==> src/aoncc_pkg.sv <==
/*
  Package for the always-on memory command control block: register offsets,
  field positions, reset values and sizes.
  Assumes a classic Wishbone slave with 8-bit byte-wide registers on word addresses.
*/
package aoncc_pkg;
  localparam int        AONCC_DW          = 8;
  localparam int        AONCC_AW          = 8;
  localparam int        AONCC_MEM_DEPTH   = 256;
  localparam int        AONCC_CFG_WORDS   = 16;
  // Printed offsets are register indexes; byte address is four times the index
  localparam logic [7:0] IDX_CTRL         = 8'h02;
  localparam logic [7:0] IDX_RDAT         = 8'h03;
  localparam logic [7:0] IDX_ADDR         = 8'h04;
  localparam logic [7:0] IDX_CFG0         = 8'h06;
  localparam logic [7:0] IDX_CFG1         = 8'h0a;
  localparam logic [7:0] IDX_SLEEP        = 8'h10;
  localparam logic [7:0] IDX_USER_BASE    = 8'h20;
  localparam int        BIT_RESTORE       = 0;
  localparam int        BIT_SAVE          = 1;
  localparam int        BIT_UPLOAD        = 2;
  localparam int        BIT_DREAD         = 3;
  localparam int        BIT_DENAB         = 7;
  localparam logic [7:0] CTRL_WRITE_MASK  = 8'h8f;
  localparam logic [7:0] CTRL_RESET       = 8'h00;
  localparam logic [7:0] CFG_RESET        = 8'h00;
  localparam logic [7:0] AON_CFG_BASE     = 8'hf0;
  localparam int        SLP_BIT_ENTER     = 0;
  localparam int        SLP_BIT_WAKE      = 1;
  localparam int        SLP_BIT_BUSY      = 7;
  typedef enum logic [1:0] {
    AONCC_IDLE = 2'b00,
    AONCC_COPY = 2'b01,
    AONCC_UPL  = 2'b11,
    AONCC_DONE = 2'b10
  } aoncc_state_t;
endpackage

==> src/aoncc_mem.sv <==
/*
  Always-on memory array: one write port, one read port with registered data.
  Assumes a single clock; contents are not reset, as in a retention store.
*/
module aoncc_mem
  import aoncc_pkg::*;
(
  // Clock
  input  wire logic                clk,
  // Write port
  input  wire logic                we,
  input  wire logic [AONCC_AW-1:0] waddr,
  input  wire logic [AONCC_DW-1:0] wdata,
  // Read port
  input  wire logic [AONCC_AW-1:0] raddr,
  output      logic [AONCC_DW-1:0] rdata
);
  logic [AONCC_DW-1:0] mem [AONCC_MEM_DEPTH];

  always_ff @(posedge clk)
  begin
    if (we)
    begin
      mem[waddr] <= wdata;
    end
    rdata <= mem[raddr];
  end
endmodule

==> src/aoncc_top.sv <==
/*
  Always-on memory command control register bank with Wishbone slave.
  Assumes a classic Wishbone master holding requests until ack.
*/
// Our own choice: the Wishbone interface to the registers.
// Function
// - An 8-bit read-write command register exists and resets to all zeros.
// - Writing command bit 0, 1 or 3 starts its activity and the device clears it when done.
// - Bit 0 restores user configuration from always-on memory, then clears itself.
// - Bit 1 saves user configuration to always-on memory, uploads config, then clears.
// - Bit 2 copies both low-power config registers into always-on config and stays set.
// - Bit 3 with access enabled reads the addressed location into the result register.
// - A direct read happens only while enable bit 7 is one.
// - Automatic sleep save and wake restore run only while the enable bit is zero.
// - An 8-bit read-write address register selects the direct-read location.
// - An 8-bit register returns the byte of the latest direct read.
module aoncc_top
  import aoncc_pkg::*;
(
  // Clock and reset
  input  wire logic        clk,
  input  wire logic        rst_b,
  // Wishbone slave
  input  wire logic        wb_cyc_i,
  input  wire logic        wb_stb_i,
  input  wire logic        wb_we_i,
  input  wire logic [9:0]  wb_adr_i,
  input  wire logic [3:0]  wb_sel_i,
  input  wire logic [31:0] wb_dat_i,
  output      logic [31:0] wb_dat_o,
  output      logic        wb_ack_o,
  // Always-on configuration seen by the power controller
  output      logic [7:0]  aon_cfg_first,
  output      logic [7:0]  aon_cfg_second
);
  logic [7:0]      ctrl_reg;
  logic [7:0]      addr_reg;
  logic [7:0]      rdat_reg;
  logic [7:0]      cfg0_reg;
  logic [7:0]      cfg1_reg;
  logic [7:0]      user_reg [AONCC_CFG_WORDS];
  logic            sleep_enter_reg;
  logic            wake_reg;
  logic            auto_restore_reg;
  logic [3:0]      cnt_reg;
  logic            rd_pend_reg;
  aoncc_state_t    state_reg;
  logic            req;
  logic            wr_lane;
  logic [7:0]      idx;
  logic [7:0]      wbyte;
  logic            mem_we;
  logic [7:0]      mem_waddr;
  logic [7:0]      mem_wdata;
  logic [7:0]      mem_raddr;
  logic [7:0]      mem_rdata;
  logic            saving_reg;

  assign req     = wb_cyc_i & wb_stb_i & ~wb_ack_o;
  assign idx     = wb_adr_i[9:2];
  // Writes commit at the edge where the master samples ack, not at the take edge
  assign wr_lane = wb_cyc_i & wb_stb_i & wb_ack_o & wb_we_i & wb_sel_i[0];
  assign wbyte   = wb_dat_i[7:0];

  // One wait state: ack follows the request by one cycle
  always_ff @(posedge clk or negedge rst_b)
  begin
    if (!rst_b)
      wb_ack_o <= 1'b0;
    else
      wb_ack_o <= req;
  end

  always_ff @(posedge clk or negedge rst_b)
  begin
    if (!rst_b)
      wb_dat_o <= 32'h0000_0000;
    else if (req && !wb_we_i)
    begin
      wb_dat_o <= 32'h0000_0000;
      if (idx == IDX_CTRL)
        wb_dat_o[7:0] <= ctrl_reg;
      else if (idx == IDX_RDAT)
        wb_dat_o[7:0] <= rdat_reg;
      else if (idx == IDX_ADDR)
        wb_dat_o[7:0] <= addr_reg;
      else if (idx == IDX_CFG0)
        wb_dat_o[7:0] <= cfg0_reg;
      else if (idx == IDX_CFG1)
        wb_dat_o[7:0] <= cfg1_reg;
      else if (idx == IDX_SLEEP)
        wb_dat_o[7:0] <= {state_reg != AONCC_IDLE, 7'h00};
      else if (idx[7:4] == IDX_USER_BASE[7:4])
        wb_dat_o[7:0] <= user_reg[idx[3:0]];
    end
  end

  // Command register; self-clearing bits clear when their activity ends
  always_ff @(posedge clk or negedge rst_b)
  begin
    if (!rst_b)
      ctrl_reg <= CTRL_RESET;
    else
    begin
      if (wr_lane && idx == IDX_CTRL)
        ctrl_reg <= wbyte & CTRL_WRITE_MASK;
      else
      begin
        if (state_reg == AONCC_DONE && !auto_restore_reg)
        begin
          ctrl_reg[BIT_RESTORE] <= 1'b0;
          ctrl_reg[BIT_SAVE]    <= 1'b0;
        end
        if (rd_pend_reg || (ctrl_reg[BIT_DREAD] && !ctrl_reg[BIT_DENAB]))
          ctrl_reg[BIT_DREAD] <= 1'b0;
      end
    end
  end

  always_ff @(posedge clk or negedge rst_b)
  begin
    if (!rst_b)
    begin
      addr_reg <= CFG_RESET;
      cfg0_reg <= CFG_RESET;
      cfg1_reg <= CFG_RESET;
      sleep_enter_reg <= 1'b0;
      wake_reg <= 1'b0;
    end
    else
    begin
      if (wr_lane && idx == IDX_ADDR)
        addr_reg <= wbyte;
      if (wr_lane && idx == IDX_CFG0)
        cfg0_reg <= wbyte;
      if (wr_lane && idx == IDX_CFG1)
        cfg1_reg <= wbyte;
      sleep_enter_reg <= wr_lane && idx == IDX_SLEEP && wbyte[SLP_BIT_ENTER];
      wake_reg <= wr_lane && idx == IDX_SLEEP && wbyte[SLP_BIT_WAKE];
    end
  end

  // Upload of low-power configuration; level-held while bit 2 stays set
  always_ff @(posedge clk or negedge rst_b)
  begin
    if (!rst_b)
    begin
      aon_cfg_first  <= CFG_RESET;
      aon_cfg_second <= CFG_RESET;
    end
    else if (ctrl_reg[BIT_UPLOAD] || state_reg == AONCC_UPL)
    begin
      aon_cfg_first  <= cfg0_reg;
      aon_cfg_second <= cfg1_reg;
    end
  end

  // Sequencer for save and restore, manual or automatic
  always_ff @(posedge clk or negedge rst_b)
  begin
    if (!rst_b)
    begin
      state_reg <= AONCC_IDLE;
      cnt_reg <= 4'h0;
      saving_reg <= 1'b0;
      auto_restore_reg <= 1'b0;
    end
    else
    begin
      unique case (state_reg)
        AONCC_IDLE:
        begin
          cnt_reg <= 4'h0;
          auto_restore_reg <= 1'b0;
          if (ctrl_reg[BIT_SAVE] || (sleep_enter_reg && !ctrl_reg[BIT_DENAB]))
          begin
            saving_reg <= 1'b1;
            state_reg <= AONCC_COPY;
          end
          else if (ctrl_reg[BIT_RESTORE] || (wake_reg && !ctrl_reg[BIT_DENAB]))
          begin
            saving_reg <= 1'b0;
            auto_restore_reg <= !ctrl_reg[BIT_RESTORE];
            state_reg <= AONCC_COPY;
          end
        end
        AONCC_COPY:
        begin
          cnt_reg <= cnt_reg + 4'h1;
          if (cnt_reg == 4'hf)
            state_reg <= saving_reg ? AONCC_UPL : AONCC_DONE;
        end
        AONCC_UPL:
          state_reg <= AONCC_DONE;
        AONCC_DONE:
          state_reg <= AONCC_IDLE;
      endcase
    end
  end

  // Restore lands one cycle late because memory data is registered
  logic            rst_wr_reg;
  logic [3:0]      rst_idx_reg;
  always_ff @(posedge clk or negedge rst_b)
  begin
    if (!rst_b)
    begin
      rst_wr_reg <= 1'b0;
      rst_idx_reg <= 4'h0;
    end
    else
    begin
      rst_wr_reg <= state_reg == AONCC_COPY && !saving_reg;
      rst_idx_reg <= cnt_reg;
    end
  end

  generate
    for (genvar i = 0; i < AONCC_CFG_WORDS; i++)
    begin : g_user
      always_ff @(posedge clk or negedge rst_b)
      begin
        if (!rst_b)
          user_reg[i] <= CFG_RESET;
        else if (wr_lane && idx == IDX_USER_BASE + 8'(i))
          user_reg[i] <= wbyte;
        else if (rst_wr_reg && rst_idx_reg == 4'(i))
          user_reg[i] <= mem_rdata;
      end
    end
  endgenerate

  // Direct read: launch only when enabled, result lands two cycles later
  always_ff @(posedge clk or negedge rst_b)
  begin
    if (!rst_b)
    begin
      rd_pend_reg <= 1'b0;
      rdat_reg <= CFG_RESET;
    end
    else
    begin
      rd_pend_reg <= ctrl_reg[BIT_DREAD] && ctrl_reg[BIT_DENAB] && !rd_pend_reg
                     && state_reg == AONCC_IDLE;
      if (rd_pend_reg)
        rdat_reg <= mem_rdata;
    end
  end

  assign mem_we    = state_reg == AONCC_COPY && saving_reg;
  assign mem_waddr = {4'h0, cnt_reg};
  assign mem_wdata = user_reg[cnt_reg];
  assign mem_raddr = state_reg == AONCC_COPY ? {4'h0, cnt_reg} : addr_reg;

  aoncc_mem u_mem (
    .clk   (clk),
    .we    (mem_we),
    .waddr (mem_waddr),
    .wdata (mem_wdata),
    .raddr (mem_raddr),
    .rdata (mem_rdata)
  );

  a_reset_ctrl_zero: assert property (@(posedge clk) $rose(rst_b) |-> ctrl_reg == 8'h00)
    else $error("ctrl not zero after reset");
  a_read_needs_enable: assert property (@(posedge clk) disable iff (!rst_b)
    rd_pend_reg |-> $past(ctrl_reg[BIT_DENAB]))
    else $error("direct read without enable");
  a_rdat_holds: assert property (@(posedge clk) disable iff (!rst_b)
    !$past(rd_pend_reg) |-> $stable(rdat_reg))
    else $error("result changed without read");
  a_read_loads: assert property (@(posedge clk) disable iff (!rst_b)
    rd_pend_reg |=> rdat_reg == $past(mem_rdata))
    else $error("result not loaded");
  a_upload_copies: assert property (@(posedge clk) disable iff (!rst_b)
    ctrl_reg[BIT_UPLOAD] |=> aon_cfg_first == $past(cfg0_reg))
    else $error("upload did not copy");
  a_upload_sticks: assert property (@(posedge clk) disable iff (!rst_b)
    ctrl_reg[BIT_UPLOAD] && !(wr_lane && idx == IDX_CTRL) |=> ctrl_reg[BIT_UPLOAD])
    else $error("upload bit cleared itself");
  a_save_clears: assert property (@(posedge clk) disable iff (!rst_b)
    state_reg == AONCC_IDLE && ctrl_reg[BIT_SAVE] && !sleep_enter_reg
    |-> ##[1:20] !ctrl_reg[BIT_SAVE])
    else $error("save not cleared");
  a_restore_clears: assert property (@(posedge clk) disable iff (!rst_b)
    state_reg == AONCC_IDLE && ctrl_reg[BIT_RESTORE] |-> ##[1:40] !ctrl_reg[BIT_RESTORE])
    else $error("restore not cleared");
  a_auto_blocked: assert property (@(posedge clk) disable iff (!rst_b)
    state_reg == AONCC_IDLE && ctrl_reg[7] && !ctrl_reg[1] && !ctrl_reg[0]
    |=> state_reg == AONCC_IDLE)
    else $error("auto save ran while enabled");
  c_save: cover property (@(posedge clk) state_reg == AONCC_UPL);
  c_dread: cover property (@(posedge clk) rd_pend_reg);
  c_restore: cover property (@(posedge clk) rst_wr_reg);
endmodule

==> config.mk <==
export PLATFORM = sky130hd
export DESIGN_NAME = aoncc_top
export DESIGN_NICKNAME = d
export VERILOG_FILES = /design/src/aoncc_pkg.sv /design/src/aoncc_mem.sv /design/src/aoncc_top.sv
export SDC_FILE = /design/constraint.sdc
export NUM_CORES = 1
export LEC_CHECK = 0
export BUFFER_PORTS_ARGS = -buffer_cell sky130_fd_sc_hd__buf_4
export CAP_MARGIN = 10
export CORE_UTILIZATION = 54
export CTS_BUF_LIST = sky130_fd_sc_hd__clkbuf_8
export DETAILED_ROUTE_END_ITERATION = 8
export PLACE_DENSITY = 0.85
export SYNTH_ARGS = -nofsm -noshare
export SYNTH_HDL_FRONTEND = slang
export SYNTH_SLANG_ARGS = --single-unit
==> constraint.sdc <==
create_clock -name clk -period 2.2 [get_ports clk]
set_input_delay 0.33 -clock clk [delete_from_list [all_inputs] [get_ports clk]]
set_output_delay 0.33 -clock clk [all_outputs]
set_load 0.05 [all_outputs]
==> impl_metrics.tcl <==
set metrics [dict create \
    synth_compound_area_share_pct 9.67 \
    slew_headroom_pct 40.3 \
    track_usage_pct 29.5 \
    viasPerCell 6.50 \
    crit_type "reg -> reg" \
    cts_max_level 2 \
    holdPathStages 3 \
    antenna_found_initial 2 \
    netlist_area_um2 17300 \
    wl_met3_um 4670 \
    async_flop_share_pct 60.2 \
    ios 100 \
    fp.dieH_um 181 \
    cts_sinks 342 \
    p_total_mw 13.2 \
    rsz0062_at_grt "yes" \
    rr_endpoint "u_mem.mem[11][3]$_DFFE_PP_" \
    routabilityCongestion 0.901 \
    path_cells "buf_12, buf_12, mux4_2, mux4_2" \
    required_ps 2490 \
    cap_violations 0 \
    drt_iter0_drc 1559 \
    top_layer_used "met4" \
    synthFlopType "dfrtp_1" \
    synth_mux_area_share_pct 23.2 \
    power_density_nw_per_um2 651 \
    tightest_slew_ps 894 \
    whs_endpoint "wb_ack_o$_DFF_PN0_" \
    fp.dieArea_um2 32700 \
    yosysUniqueCellTypes 66 \
    antenna_left 0 \
    drt-met1-wl_um 18300 \
    syn_inst 1396 \
    period_minus_slack_ps 2260 \
    fin_cells 1952 \
    numCtsBuffers 54 \
    status "finished with violations" \
    min_period_over_period_pct 103 \
    synth-xor-area-share_pct 0 \
    startpoint_type "flop" \
    routedWlPerCell_um 24.9 \
    hold_start "wb_cyc_i" \
    syn_area_per_cell_um2 12.4 \
    cts_root_buf "clkbuf_8" \
    synth-simple-area-share_pct 8.95 \
    cts.path.max_buffers 3 \
    fin_nets 1561 \
    place_hpwl_um 30600 \
    final_cell_mix "dfrtp_1 (204), buf_4 (135), mux2i_1 (131)" \
    synthTopCellsByArea "dfrtp_1 (30%), edfxtp_1 (22%), mux4_2 (11%), mux2i_1 (7.7%), mux2_2 (4.0%)" \
    die_x_um 181 \
    grt_max_degree 58 \
    start_util_pct 54.8 \
    layout_commonest_cell "dfrtp_1" \
    finalSetupViolations 66 \
    yosys.area_share.adder_pct 0.290 \
    crit_arrival_ps 2540 \
    r2r_cells 4 \
    ys_seq_area_share_pct 53.1 \
    max_stage_delay_ps 640 \
    fmaxAchievable_mhz 443 \
    end_kind "flop" \
    violations "negative setup slack" \
    gr-total-overflow 0 \
    synth_edf_count 128 \
    synth_seq_cells 342 \
    grt_pass1_wl_um 73300 \
    wl_met2_um 23100 \
    peakVddDrop_uv 689 \
    clk_latency_ps 610 \
    setup_total_negative_slack_ps -1780 \
    area_delta_synth_final_pct 17.1 \
    drcViolationCount 0 \
    final-hold-violation-count 0 \
    finalClockSkew_ps 31.9 \
    wl_um 48500 \
    vias 12700 \
    slew_viol_final 0 \
    hp-class "in -> reg" \
    hold_ws_ps 82.8 \
    core_area_um2 31500 \
    yosysTopAreaCell "dfrtp_1" \
    worstPathMaxFanout 9 \
    reg2reg_from "cnt_reg[0]$_DFFE_PN0P_" \
    clk_pin_slew_worst_paths_ps 70 \
    io_buffers 46 \
    regToRegSetupSlack_ps -60 \
    synth_top_family_by_area "multiplexers" \
    cpMaxStageDelayCell "mux4_2" \
    worst_slack_ps -55.4 \
    grt_pass1_vias 12700 \
    synth_top_area_share_pct 29.9 \
    first_pass_iters 6 \
    post-route-util_pct 64.2 \
    yosysWarningCount 0 \
    dpl.cell_count 1840 \
    leakage_nw 7.04 \
    drive_above_1_share_pct 28.1 \
    tritoncts "done" \
    rows 65 \
]
## worst max-delay path by stage
stage / from / endpoint / slack [ps]
2_1_floorplan: state_reg[0]$_DFFE_PN0P_ / u_mem.mem[0][0]$_DFFE_PP_ / -50
3_3_place_gp: wb_adr_i[2] / wb_dat_o[7]$_DFFE_PN0P_ / -210
3_5_place_dp: wb_adr_i[2] / wb_dat_o[7]$_DFFE_PN0P_ / -220
4_1_cts: cnt_reg[0]$_DFFE_PN0P_ / u_mem.mem[11][3]$_DFFE_PP_ / -10
5_1_grt: cnt_reg[0]$_DFFE_PN0P_ / u_mem.mem[9][2]$_DFFE_PP_ / -60
6_report: cnt_reg[0]$_DFFE_PN0P_ / u_mem.mem[11][3]$_DFFE_PP_ / -60
## repair_timing
item | 4_1_cts | 5_1_grt
resized for setup | 5 | 10
gates cloned | 2 | 3
endpoints found under the setup margin | 100 | 102
hold buffers | 1 | 0
setup buffers | 5 | 1
endpoints found under the hold margin | 46 | 0
## metal layers
metal,vias up,global-route usage [%]
li1,5422,-
met1,6325,37.7
met2,749,48.1
met3,189,6.11
met4,0,14.4
met5,-,0
## power breakdown
| part | internal (mW) | switching (mW) | leakage (nW) |
|---|---|---|---|
| Clock | 3.09 | 2.63 | 0.641 |
| Combinational | 0.245 | 0.536 | 3.47 |
| Sequential | 6.61 | 0.0503 | 2.93 |
## synth_stat cells (all sizes together) (8+ instances only)
master     n
nor3      13
nand3     29
buf       79
a21oi     77
nand2    112
clkbuf    68
edfxtp   128
mux2i    132
nand2b    12
inv       30
o2111ai   32
mux2      62
dfxtp      8
mux4      88
dfrtp    206
nor2     103
o211ai    33
o21ai     81
## kinds of logic after synthesis
logic type | after synthesis
buffers and inverters | 177
adder cells (fa/ha/maj) | 4
multiplexers | 282
AND/OR/NAND/NOR | 324
AO/OA/AOI/OAI | 266
flip-flops | 342
other | 1
## worst max-delay path: cells and delay by family, from the launching register on
kind / cells / cell delay, ps
muxes: 2 / 1260
DFF: 1 / 380
buffers and inverters: 2 / 290
## metrics by stage
step / worst slack [ps] / area, µm²
floorplan: -45.8 / 17400
global placement: -213 / 18800
detailed placement: -221 / 18800
CTS: -10.6 / 20100
global route: -60.9 / 20200
finish: -55.4 / 20200
## cell type report
class | instances | area, µm²
fillers | 2176 | 11300
flip-flops and latches | 342 | 9160
multi-input cells | 903 | 7480
repair buffers | 175 | 1800
clock buffers | 66 | 908
well taps | 402 | 503
clock inverters | 32 | 240
inverters | 30 | 113
diodes | 2 | 5.00
Power figures use the tool's default switching activity.
